### config.mk
export PLATFORM = sky130hd
export DESIGN_NAME = sdl_link
export DESIGN_NICKNAME = d
export VERILOG_FILES = /design/src/verilog/sdl_pkg.sv /design/src/verilog/sdl_fifo.sv /design/src/verilog/sdl_link.sv
export SDC_FILE = /design/constraint.sdc
export NUM_CORES = 1
export LEC_CHECK = 0
export ABC_CLOCK_PERIOD_IN_PS = 6630
export BUFFER_PORTS_ARGS = -buffer_cell sky130_fd_sc_hd__buf_2
export CORE_MARGIN = 2
export CORE_UTILIZATION = 55
export DETAILED_ROUTE_END_ITERATION = 10
export GPL_ROUTABILITY_DRIVEN = 0
export HOLD_SLACK_MARGIN = 0.03
export PLACE_DENSITY = 0.79
export REMOVE_ABC_BUFFERS = 1
export SETUP_SLACK_MARGIN = 0.5
export SLEW_MARGIN = 25
export SYNTH_ARGS = -nofsm -noshare
export SYNTH_HDL_FRONTEND = slang
export SYNTH_SLANG_ARGS = --single-unit
### constraint.sdc
create_clock -name clock -period 6.63 [get_ports clock]
set_input_delay 0 -clock clock [delete_from_list [all_inputs] [get_ports clock]]
set_output_delay 0 -clock clock [all_outputs]
set_load 0.005 [all_outputs]
### src/verilog/sdl_pkg.sv
// Package: constants and carriers for the single-wire debug link engine
package sdl_pkg;

	// ----------------------------------------------------------------
	// Bit timing, in debug clock ticks
	// ----------------------------------------------------------------
	localparam logic [7:0] BIT_TICKS = 8'h10;          // Nominal bit period
	localparam logic [7:0] RX_SAMPLE_TICKS = 8'h0a;    // Host bit sampled here
	localparam logic [7:0] TX1_PULSE_TICK = 8'h07;     // Speed-up pulse for a one
	localparam logic [7:0] TX0_LOW_TICKS = 8'h0d;      // Low time for a zero
	localparam logic [9:0] TIMEOUT_TICKS = 10'h200;    // Gap between host edges
	localparam logic [7:0] SYNC_DETECT_TICKS = 8'h80;  // Low time that means probe
	localparam logic [7:0] SYNC_DELAY_TICKS = 8'h10;   // Wait after host release
	localparam logic [7:0] SYNC_LOW_TICKS = 8'h80;     // Low time of the answer

	// ----------------------------------------------------------------
	// Framing
	// ----------------------------------------------------------------
	localparam int CMD_W = 8;                          // Command and data width
	localparam int FIFO_DEPTH = 4;                     // Reply byte buffer depth
	localparam int ACTIVE_GROUP_BIT = 7;               // Zero in halted-only codes

	// Byte handed to the command decoder
	typedef struct packed {
		logic first;                                   // Command code byte
		logic [CMD_W-1:0] data;
	} sdl_rx_byte_t;

endpackage

### src/verilog/sdl_fifo.sv
// Small synchronous FIFO holding reply bytes for the debug link
`timescale 1ns/10ps
module sdl_fifo #(
	parameter int W = 8,
	parameter int DEPTH = 4
) (
	input wire logic clock,
	input wire logic arst_n,
	input wire logic in_valid,
	input wire logic [W-1:0] in_data,
	output logic in_ready,
	output logic out_valid,
	output logic [W-1:0] out_data,
	input wire logic out_ready
);
	localparam int AW = $clog2(DEPTH);

	logic [W-1:0] mem [DEPTH];
	logic [AW-1:0] wptr, next_wptr;
	logic [AW-1:0] rptr, next_rptr;
	logic [AW:0] count, next_count;
	logic not_full, next_not_full;
	logic push, pop;

	// ----------------------------------------------------------------
	// Pointer and level update
	// ----------------------------------------------------------------
	// Full is kept as a flop so the upstream ready has no logic behind it
	always_comb begin
		push = in_valid && not_full;
		pop = out_ready && (count != '0);
		next_wptr = push ? wptr + 1'b1 : wptr;
		next_rptr = pop ? rptr + 1'b1 : rptr;
		next_count = count;
		if (push && !pop) begin
			next_count = count + 1'b1;
		end else if (pop && !push) begin
			next_count = count - 1'b1;
		end
		next_not_full = (next_count != (AW+1)'(DEPTH));
	end

	always_ff @(posedge clock or negedge arst_n) begin
		if (!arst_n) begin
			wptr <= '0;
			rptr <= '0;
			count <= '0;
			not_full <= 1'b1;
		end else begin
			wptr <= next_wptr;
			rptr <= next_rptr;
			count <= next_count;
			not_full <= next_not_full;
		end
	end

	// Storage has no reset; only written entries are ever read
	always_ff @(posedge clock) begin
		if (push) begin
			mem[wptr] <= in_data;
		end
	end

	assign in_ready = not_full;
	assign out_valid = (count != '0);
	assign out_data = mem[rptr];

endmodule

### src/verilog/sdl_link.sv
// Target-side serial engine of the single-wire debug link
//
// Functional notes
// [RL1] Halted-only command codes refused while CPU runs
// [RL2] Memory and status commands accepted at any time
// [RL3] No memory map use, no shared peripherals
// [RL4] Wire level during reset picks start mode
// [RL5] Host starts every bit with falling edge
// [RL6] MSB first, nominal sixteen ticks per bit
// [RL7] Timeout after 512 ticks between host edges
// [RL8] Timed-out command abandoned, nothing delivered
// [RL9] Select bit picks bus or alternate clock
// [RL10] Bit start seen zero to one tick late
// [RL11] Host bit sampled ten ticks after start
// [RL12] Wire left undriven during host bits
// [RL13] Host low pulse at least two ticks
// [RL14] Target one: high pulse at tick seven
// [RL15] Host samples reply about ten ticks in
// [RL16] Target zero: low thirteen ticks, pulse, release
// [RL17] Pseudo-open-drain wire with internal pull-up
// [RL18] Pulled-up wire at reset selects application
// [RL19] Link usable without a prior reset
// [RL20] Rate probe answered with timed pulse
// [RL21] Probe request: long host low, pulse, release
// [RL22] Probe answer: wait high, 16, low 128, pulse
// [RL23] Commands open with 8-bit code, MSB first
// [RL24] Host waits sixteen ticks in delay slots
// [RL25] Wire synchronised in two flops before edges
`timescale 1ns/10ps
module sdl_link (
	input wire logic clock,
	input wire logic arst_n,
	input wire logic debug_clock_source_select,
	input wire logic alt_tick,
	input wire logic debug_wire_pin_in,
	output logic debug_wire_pin_out,
	output logic debug_wire_pin_oe,
	output logic pull_up_en,
	input wire logic sys_reset_n,
	output logic start_halted,
	input wire logic cpu_halted,
	input wire logic cmd_end,
	output logic rx_valid,
	output sdl_pkg::sdl_rx_byte_t rx_byte,
	output logic cmd_rejected,
	output logic cmd_abort,
	input wire logic tx_valid,
	input wire logic [sdl_pkg::CMD_W-1:0] tx_data,
	output logic tx_ready
);
	import sdl_pkg::*;

	typedef enum {
		ST_IDLE,
		ST_RX,
		ST_TX,
		ST_SYNC_WAIT_HIGH,
		ST_SYNC_DELAY,
		ST_SYNC_LOW,
		ST_SYNC_PULSE
	} sdl_state_t;

	// ----------------------------------------------------------------
	// Pin synchronisers and debug clock tick
	// ----------------------------------------------------------------
	logic wire_m, wire_s, wire_d, rst_m, rst_s;
	logic tick, fall;

	// Two flops per pin; only the second stage and beyond feed logic
	always_ff @(posedge clock or negedge arst_n) begin
		if (!arst_n) begin
			wire_m <= 1'b1;
			wire_s <= 1'b1; // RL25
			wire_d <= 1'b1;
			rst_m <= 1'b0;
			rst_s <= 1'b0;
		end else begin
			wire_m <= debug_wire_pin_in;
			wire_s <= wire_m; // RL25
			wire_d <= wire_s;
			rst_m <= sys_reset_n;
			rst_s <= rst_m;
		end
	end

	// Bus clock gives a tick every cycle; alternate source is a same-domain enable
	assign tick = debug_clock_source_select ? alt_tick : 1'b1; // RL9
	// Edge found up to one cycle after the pin moved, plus synchroniser lag
	assign fall = wire_d && !wire_s; // RL10

	// ----------------------------------------------------------------
	// Reply byte buffer
	// ----------------------------------------------------------------
	logic fifo_valid, fifo_pop;
	logic [CMD_W-1:0] fifo_data;

	sdl_fifo #(
		.W(CMD_W),
		.DEPTH(FIFO_DEPTH)
	) u_fifo (
		.clock(clock),
		.arst_n(arst_n),
		.in_valid(tx_valid),
		.in_data(tx_data),
		.in_ready(tx_ready),
		.out_valid(fifo_valid),
		.out_data(fifo_data),
		.out_ready(fifo_pop)
	);

	// ----------------------------------------------------------------
	// Serial engine
	// ----------------------------------------------------------------
	sdl_state_t state, next_state;
	logic [7:0] cnt, next_cnt;
	logic [7:0] low_cnt, next_low_cnt;
	logic [9:0] tmo, next_tmo;
	logic [CMD_W-1:0] shreg, next_shreg;
	logic [2:0] bit_idx, next_bit_idx;
	logic in_cmd, next_in_cmd;
	logic tx_active, next_tx_active;
	logic tx_bit, next_tx_bit;
	logic next_oe, next_out;
	logic next_rx_valid, next_rejected, next_abort, next_start_halted;
	sdl_rx_byte_t next_rx_byte;
	logic busy, start_tx, start_tx0, start_tx1, timeout_hit;
	logic [CMD_W-1:0] rx_full;
	logic [7:0] cnt_inc;

	// A byte or a command is open between host edges; only then can it time out
	assign busy = (bit_idx != 3'h0) || in_cmd;
	assign start_tx = (state == ST_IDLE) && fall && (tx_active || (bit_idx == 3'h0 && fifo_valid));
	assign start_tx0 = start_tx && !(tx_active ? shreg[CMD_W-1] : fifo_data[CMD_W-1]);
	assign start_tx1 = start_tx && !start_tx0;
	assign timeout_hit = (state == ST_IDLE) && busy && tick && !fall
		&& (tmo == TIMEOUT_TICKS - 10'h1);
	assign rx_full = {shreg[CMD_W-2:0], wire_s};
	assign cnt_inc = tick ? cnt + 8'h01 : cnt;
	// Reply bytes are only taken at a byte boundary so host bytes never mix in
	assign fifo_pop = (state == ST_IDLE) && fall && !tx_active && (bit_idx == 3'h0)
		&& fifo_valid;

	// Next-state logic for the whole engine
	always_comb begin
		next_state = state;
		next_cnt = cnt;
		next_low_cnt = low_cnt;
		next_tmo = tmo;
		next_shreg = shreg;
		next_bit_idx = bit_idx;
		next_in_cmd = in_cmd;
		next_tx_active = tx_active;
		next_tx_bit = tx_bit;
		next_oe = 1'b0;
		next_out = 1'b0;
		next_rx_valid = 1'b0;
		next_rx_byte = rx_byte;
		next_rejected = 1'b0;
		next_abort = 1'b0;
		// Pulled-up wire while reset is held picks the application start
		next_start_halted = rst_s ? start_halted : !wire_s; // RL4 RL18
		if (cmd_end) begin
			next_in_cmd = 1'b0;
		end
		if (tick && busy) begin
			next_tmo = tmo + 10'h001; // RL7
		end
		case (state)
			ST_IDLE: begin
				// Engine runs from power-up; no system reset is needed to talk
				next_low_cnt = wire_s ? 8'h00 : low_cnt; // RL19
				if (!wire_s && tick && low_cnt != SYNC_DETECT_TICKS) begin
					next_low_cnt = low_cnt + 8'h01;
				end
				if (fall) begin
					// Target never starts a bit; everything waits on the host edge
					next_tmo = 10'h000; // RL5
					next_cnt = 8'h00;
					if (start_tx) begin
						next_state = ST_TX;
						next_tx_bit = tx_active ? shreg[CMD_W-1] : fifo_data[CMD_W-1]; // RL6
						next_shreg = {(tx_active ? shreg[CMD_W-2:0] : fifo_data[CMD_W-2:0]), 1'b0};
						next_tx_active = 1'b1;
						next_oe = start_tx0;
					end else begin
						next_state = ST_RX;
					end
				end else if (timeout_hit) begin
					// Drop the partial byte and command; nothing reaches the decoder
					next_bit_idx = 3'h0; // RL7 RL8
					next_in_cmd = 1'b0; // RL8
					next_tx_active = 1'b0;
					next_tmo = 10'h000;
					next_abort = 1'b1;
				end else if (low_cnt == SYNC_DETECT_TICKS) begin
					// Far longer than any bit low, so it can only be a rate probe
					next_state = ST_SYNC_WAIT_HIGH; // RL20 RL21
					next_bit_idx = 3'h0;
					next_in_cmd = 1'b0;
					next_tx_active = 1'b0;
					next_abort = busy;
				end
			end
			ST_RX: begin
				// Wire stays released for the whole host bit
				next_oe = 1'b0; // RL12
				if (tick) begin
					if (cnt == RX_SAMPLE_TICKS - 8'h01) begin
						next_state = ST_IDLE; // RL11
						next_shreg = rx_full; // RL6
						next_bit_idx = bit_idx + 3'h1;
						next_low_cnt = 8'h00;
						if (bit_idx == 3'h7) begin
							next_rx_byte.first = !in_cmd; // RL23
							next_rx_byte.data = rx_full;
							if (!in_cmd && !rx_full[ACTIVE_GROUP_BIT] && !cpu_halted) begin
								next_rejected = 1'b1; // RL1
							end else begin
								// Non-intrusive codes pass whether or not the CPU runs
								next_rx_valid = 1'b1; // RL2
								next_in_cmd = 1'b1;
							end
						end
					end else begin
						next_cnt = cnt_inc;
					end
				end
			end
			ST_TX: begin
				next_cnt = cnt_inc;
				if (!tx_bit) begin
					// Zero: held low, then a one-tick high kick before release
					next_oe = (next_cnt <= TX0_LOW_TICKS); // RL16
					next_out = (next_cnt == TX0_LOW_TICKS); // RL16
				end else begin
					// One: only a short drive high, after the host has let go
					next_oe = (next_cnt == TX1_PULSE_TICK); // RL14
					next_out = 1'b1; // RL14
				end
				if ((!tx_bit && next_cnt == TX0_LOW_TICKS + 8'h01)
					|| (tx_bit && next_cnt == TX1_PULSE_TICK + 8'h01)) begin
					next_state = ST_IDLE;
					next_bit_idx = bit_idx + 3'h1;
					next_low_cnt = 8'h00;
					if (bit_idx == 3'h7) begin
						next_tx_active = 1'b0;
					end
				end
			end
			ST_SYNC_WAIT_HIGH: begin
				next_cnt = 8'h00;
				if (wire_s) begin
					next_state = ST_SYNC_DELAY; // RL22
				end
			end
			ST_SYNC_DELAY: begin
				// Let the host finish its own high kick before we pull low
				next_cnt = cnt_inc;
				if (next_cnt == SYNC_DELAY_TICKS) begin
					next_state = ST_SYNC_LOW; // RL22
					next_cnt = 8'h00;
					next_oe = 1'b1;
				end
			end
			ST_SYNC_LOW: begin
				next_cnt = cnt_inc;
				next_oe = 1'b1;
				if (next_cnt == SYNC_LOW_TICKS) begin
					next_state = ST_SYNC_PULSE; // RL22
					next_out = 1'b1;
				end
			end
			ST_SYNC_PULSE: begin
				next_oe = !tick;
				next_out = 1'b1;
				if (tick) begin
					next_state = ST_IDLE;
					next_low_cnt = 8'h00;
				end
			end
			default: begin
				next_state = ST_IDLE;
			end
		endcase
	end

	// Register stage; every top output below is a flop
	always_ff @(posedge clock or negedge arst_n) begin
		if (!arst_n) begin
			state <= ST_IDLE;
			cnt <= 8'h00;
			low_cnt <= 8'h00;
			tmo <= 10'h000;
			shreg <= '0;
			bit_idx <= 3'h0;
			in_cmd <= 1'b0;
			tx_active <= 1'b0;
			tx_bit <= 1'b0;
			debug_wire_pin_oe <= 1'b0;
			debug_wire_pin_out <= 1'b0;
			rx_valid <= 1'b0;
			rx_byte <= '0;
			cmd_rejected <= 1'b0;
			cmd_abort <= 1'b0;
			start_halted <= 1'b0;
			pull_up_en <= 1'b0;
		end else begin
			state <= next_state;
			cnt <= next_cnt;
			low_cnt <= next_low_cnt;
			tmo <= next_tmo;
			shreg <= next_shreg;
			bit_idx <= next_bit_idx;
			in_cmd <= next_in_cmd;
			tx_active <= next_tx_active;
			tx_bit <= next_tx_bit;
			debug_wire_pin_oe <= next_oe; // RL17
			debug_wire_pin_out <= next_out;
			rx_valid <= next_rx_valid;
			rx_byte <= next_rx_byte;
			cmd_rejected <= next_rejected;
			cmd_abort <= next_abort;
			start_halted <= next_start_halted;
			// Internal pull-up keeps the idle wire high with no board resistor
			pull_up_en <= 1'b1; // RL17
		end
	end
endmodule

==> results.json <==
{
  "status": "completed",
  "cts_buffers": 9,
  "netlist-cell-type-count": 58,
  "ys_seq_area_share_pct": 53.21,
  "fin_setup_tns_ns": 0,
  "grt_pass1_vias": 3571,
  "async_flop_share_pct": 69.23,
  "crit_path_start_kind": "flip-flop",
  "initial_core_util_pct": 56.56,
  "viasPerCell": 5.908,
  "r2r_end": "bit_idx[0]",
  "io_buffers": 33,
  "worstSkewPairLatency_ns": 0.38,
  "r2r_setup_slack_ns": 3.63,
  "htree_num_levels": 3,
  "hpwlAfterDp_um": 7102,
  "hold_violations": 0,
  "layout.nets": 534,
  "yosys_register_bits": 104,
  "drt-initial-drc-count": 238,
  "die_w_um": 101.2,
  "slew_viol_final": 0,
  "grt_pass1_wl_um": 17240,
  "hold_path.startpoint": "tx_valid",
  "drt_first_pass_iters": 5,
  "synth_mux_area_share_pct": 9.574,
  "setup_violations": 0,
  "crit_type": "reg -> reg",
  "r2r-start": "cnt[2]",
  "synth_fa_ha_area_share_pct": 3.608,
  "path_clk_slew_ns": 0.11,
  "whs_path_depth": 3,
  "syn_inst": 463,
  "track_usage_pct": 21.41,
  "synth_compound_area_share_pct": 10.56,
  "r2r_cells": 7,
  "whs_ns": 0.1381,
  "cts_root_buf": "clkbuf_8",
  "ios": 34,
  "antenna_found_initial": 0,
  "crit_start": "cnt[2]",
  "cp.required_ns": 6.93,
  "ys_warn_count": 0,
  "cts.sinks": 104,
  "avgSynthCellArea_um2": 11.23,
  "grt_overflow_total": 0,
  "cts_max_path_buffers": 2,
  "grt_start_max_net_pins": 73,
  "drc": 0,
  "yosys.area_share.simple_pct": 16.29,
  "routed_wirelength_um": 10280,
  "mostFrequentLayoutCells": "dfrtp_1, nand2_1, nor2_1, buf_2, edfxtp_1",
  "max_slew_margin_pct": 41.59,
  "die_height_um": 101.2,
  "fin_skew_ns": 0.01218,
  "die-area_um2": 10250,
  "synth_edf_count": 32,
  "rows": 35,
  "core_area_um2": 9196,
  "leakagePower_nw": 2.502,
  "antenna_cells": 0,
  "period_needed_ns": 2.997,
  "drive_gt1_share_pct": 16.77,
  "cap_violations": 0,
  "fin_crit_sh_pct": 45.20,
  "synth_top_family_by_area": "simple AND/OR/NAND/NOR gates",
  "syn-cell-area_um2": 5201,
  "synthFlopType": "dfrtp_1",
  "final_common_cell": "dfrtp_1",
  "cts_tree": "done",
  "ant_nets": 0,
  "wl_per_cell_um": 16.63,
  "hold_end": "u_fifo.wptr[0]",
  "cp-end-kind": "flip-flop",
  "ir_drop_v": 0.0002282,
  "cp.arrival_ns": 3.29,
  "worstMarginPinSlew_ns": 0.8762,
  "rsz0062_at_grt": "false",
  "synth-xor-area-share_pct": 3.705,
  "area_growth_pct": 11.23,
  "powerDensity_nw_per_um2": 375.8,
  "min_path_type": "in -> reg",
  "crit_fanout": 16,
  "fmax_mhz": 333.7,
  "vias": 3651
}
[cells in the mapped netlist (9+ instances only)]
library cell,instances,area [µm²]
dfrtp_1,68,1702
nand2_1,48,180.2
nor2_1,38,142.6
edfxtp_1,32,960.9
o21ai_0,25,125.1
inv_1,17,63.81
mux2i_1,16,160.2
nor3_1,16,80.08
ha_1,15,187.7
nand3_1,15,75.07
clkbuf_1,13,48.80
xnor2_1,13,113.9
a21oi_1,12,60.06
nand4_1,12,75.07
mux2_2,11,123.9
xor2_1,9,78.83
[cell type report]
cell class | count | area [µm²]
tap | 111 | 138.9
sequential | 104 | 2768
inverter | 19 | 71.32
multi-input combinational | 322 | 2287
timing repair buffer | 46 | 297.8
clock buffer | 9 | 123.9
fill | 704 | 3411
clock inverter | 7 | 98.84
[logic make-up (layout without fill, tap and decap cells)]
group           Yosys count  in the layout
buf+inv                  37             81
simple gates            166            166
fa+ha+maj                15             15
xor+xnor                 22             22
other cells               1              1
mux                      37             37
compound gates           81             81
flops                   104            104
[through the flow]
| stage | cell area [µm²] | cells | utilization, % | power [W] | setup WS (ns) |
|---|---|---|---|---|---|
| after global placement | 5424 | 589 | 58.98 | 0.001698 | 3.791 |
| after CTS | 5779 | 618 | 62.84 | 0.002178 | 3.707 |
| after floorplan | 5117 | 445 | - | 0.001529 | 4.072 |
| after detailed placement | 5426 | 589 | 59.01 | 0.001740 | 3.728 |
| final | 5786 | 618 | 62.91 | 0.002174 | 3.633 |
| after global routing | 5786 | 618 | 62.91 | 0.002322 | 3.536 |
[registers in the layout, indices dropped and copies added, names as in the netlist, 2 cells and up]
register      count
u_fifo.mem       32
tmo              10
rx_byte           9
cnt               8
low_cnt           8
shreg             8
bit_idx           3
state             3
u_fifo.count      3
u_fifo.rptr       2
u_fifo.wptr       2
[worst max-delay path by stage]
stage | end | cells after the start
finish | bit_idx[0] | 7
global route | bit_idx[2] | 7
CTS | bit_idx[0] | 7
detailed placement | bit_idx[0] | 7
global placement | low_cnt[1] | 8
floorplan | bit_idx[0] | 7
[critical path: stages (launching register included)]
cell	delay [ns]
dfrtp_1	0.66
nand4_1	0.23
or3b_2	0.55
xnor2_1	0.19
nor4b_4	0.38
a31oi_1	0.21
a2111oi_4	0.43
mux2i_1	0.26
[power by group]
group          internal [W]  total [W]  switching, W
combinational      0.000337   0.000787      0.000449
sequential         0.000805   0.000959      0.000155
clock              0.000187   0.000428      0.000241
[repair_timing]
item	4_1_cts	5_1_grt
endpoints found under the hold margin	105	0
buffers inserted	0	0
gates resized for setup	0	0
hold buffers	13	0
[metal layers]
| metal | track usage (%) | routed length (µm) | vias to the layer above |
|---|---|---|---|
| met5 | 0 | 0 | - |
| met4 | 6.549 | 171 | 0 |
| met2 | 35.15 | 5090 | 121 |
| met3 | 4.417 | 507 | 17 |
| li1 | - | - | 1755 |
| met1 | 28.90 | 4506 | 1758 |
Note: power is estimated with default switching activity, not from simulation.
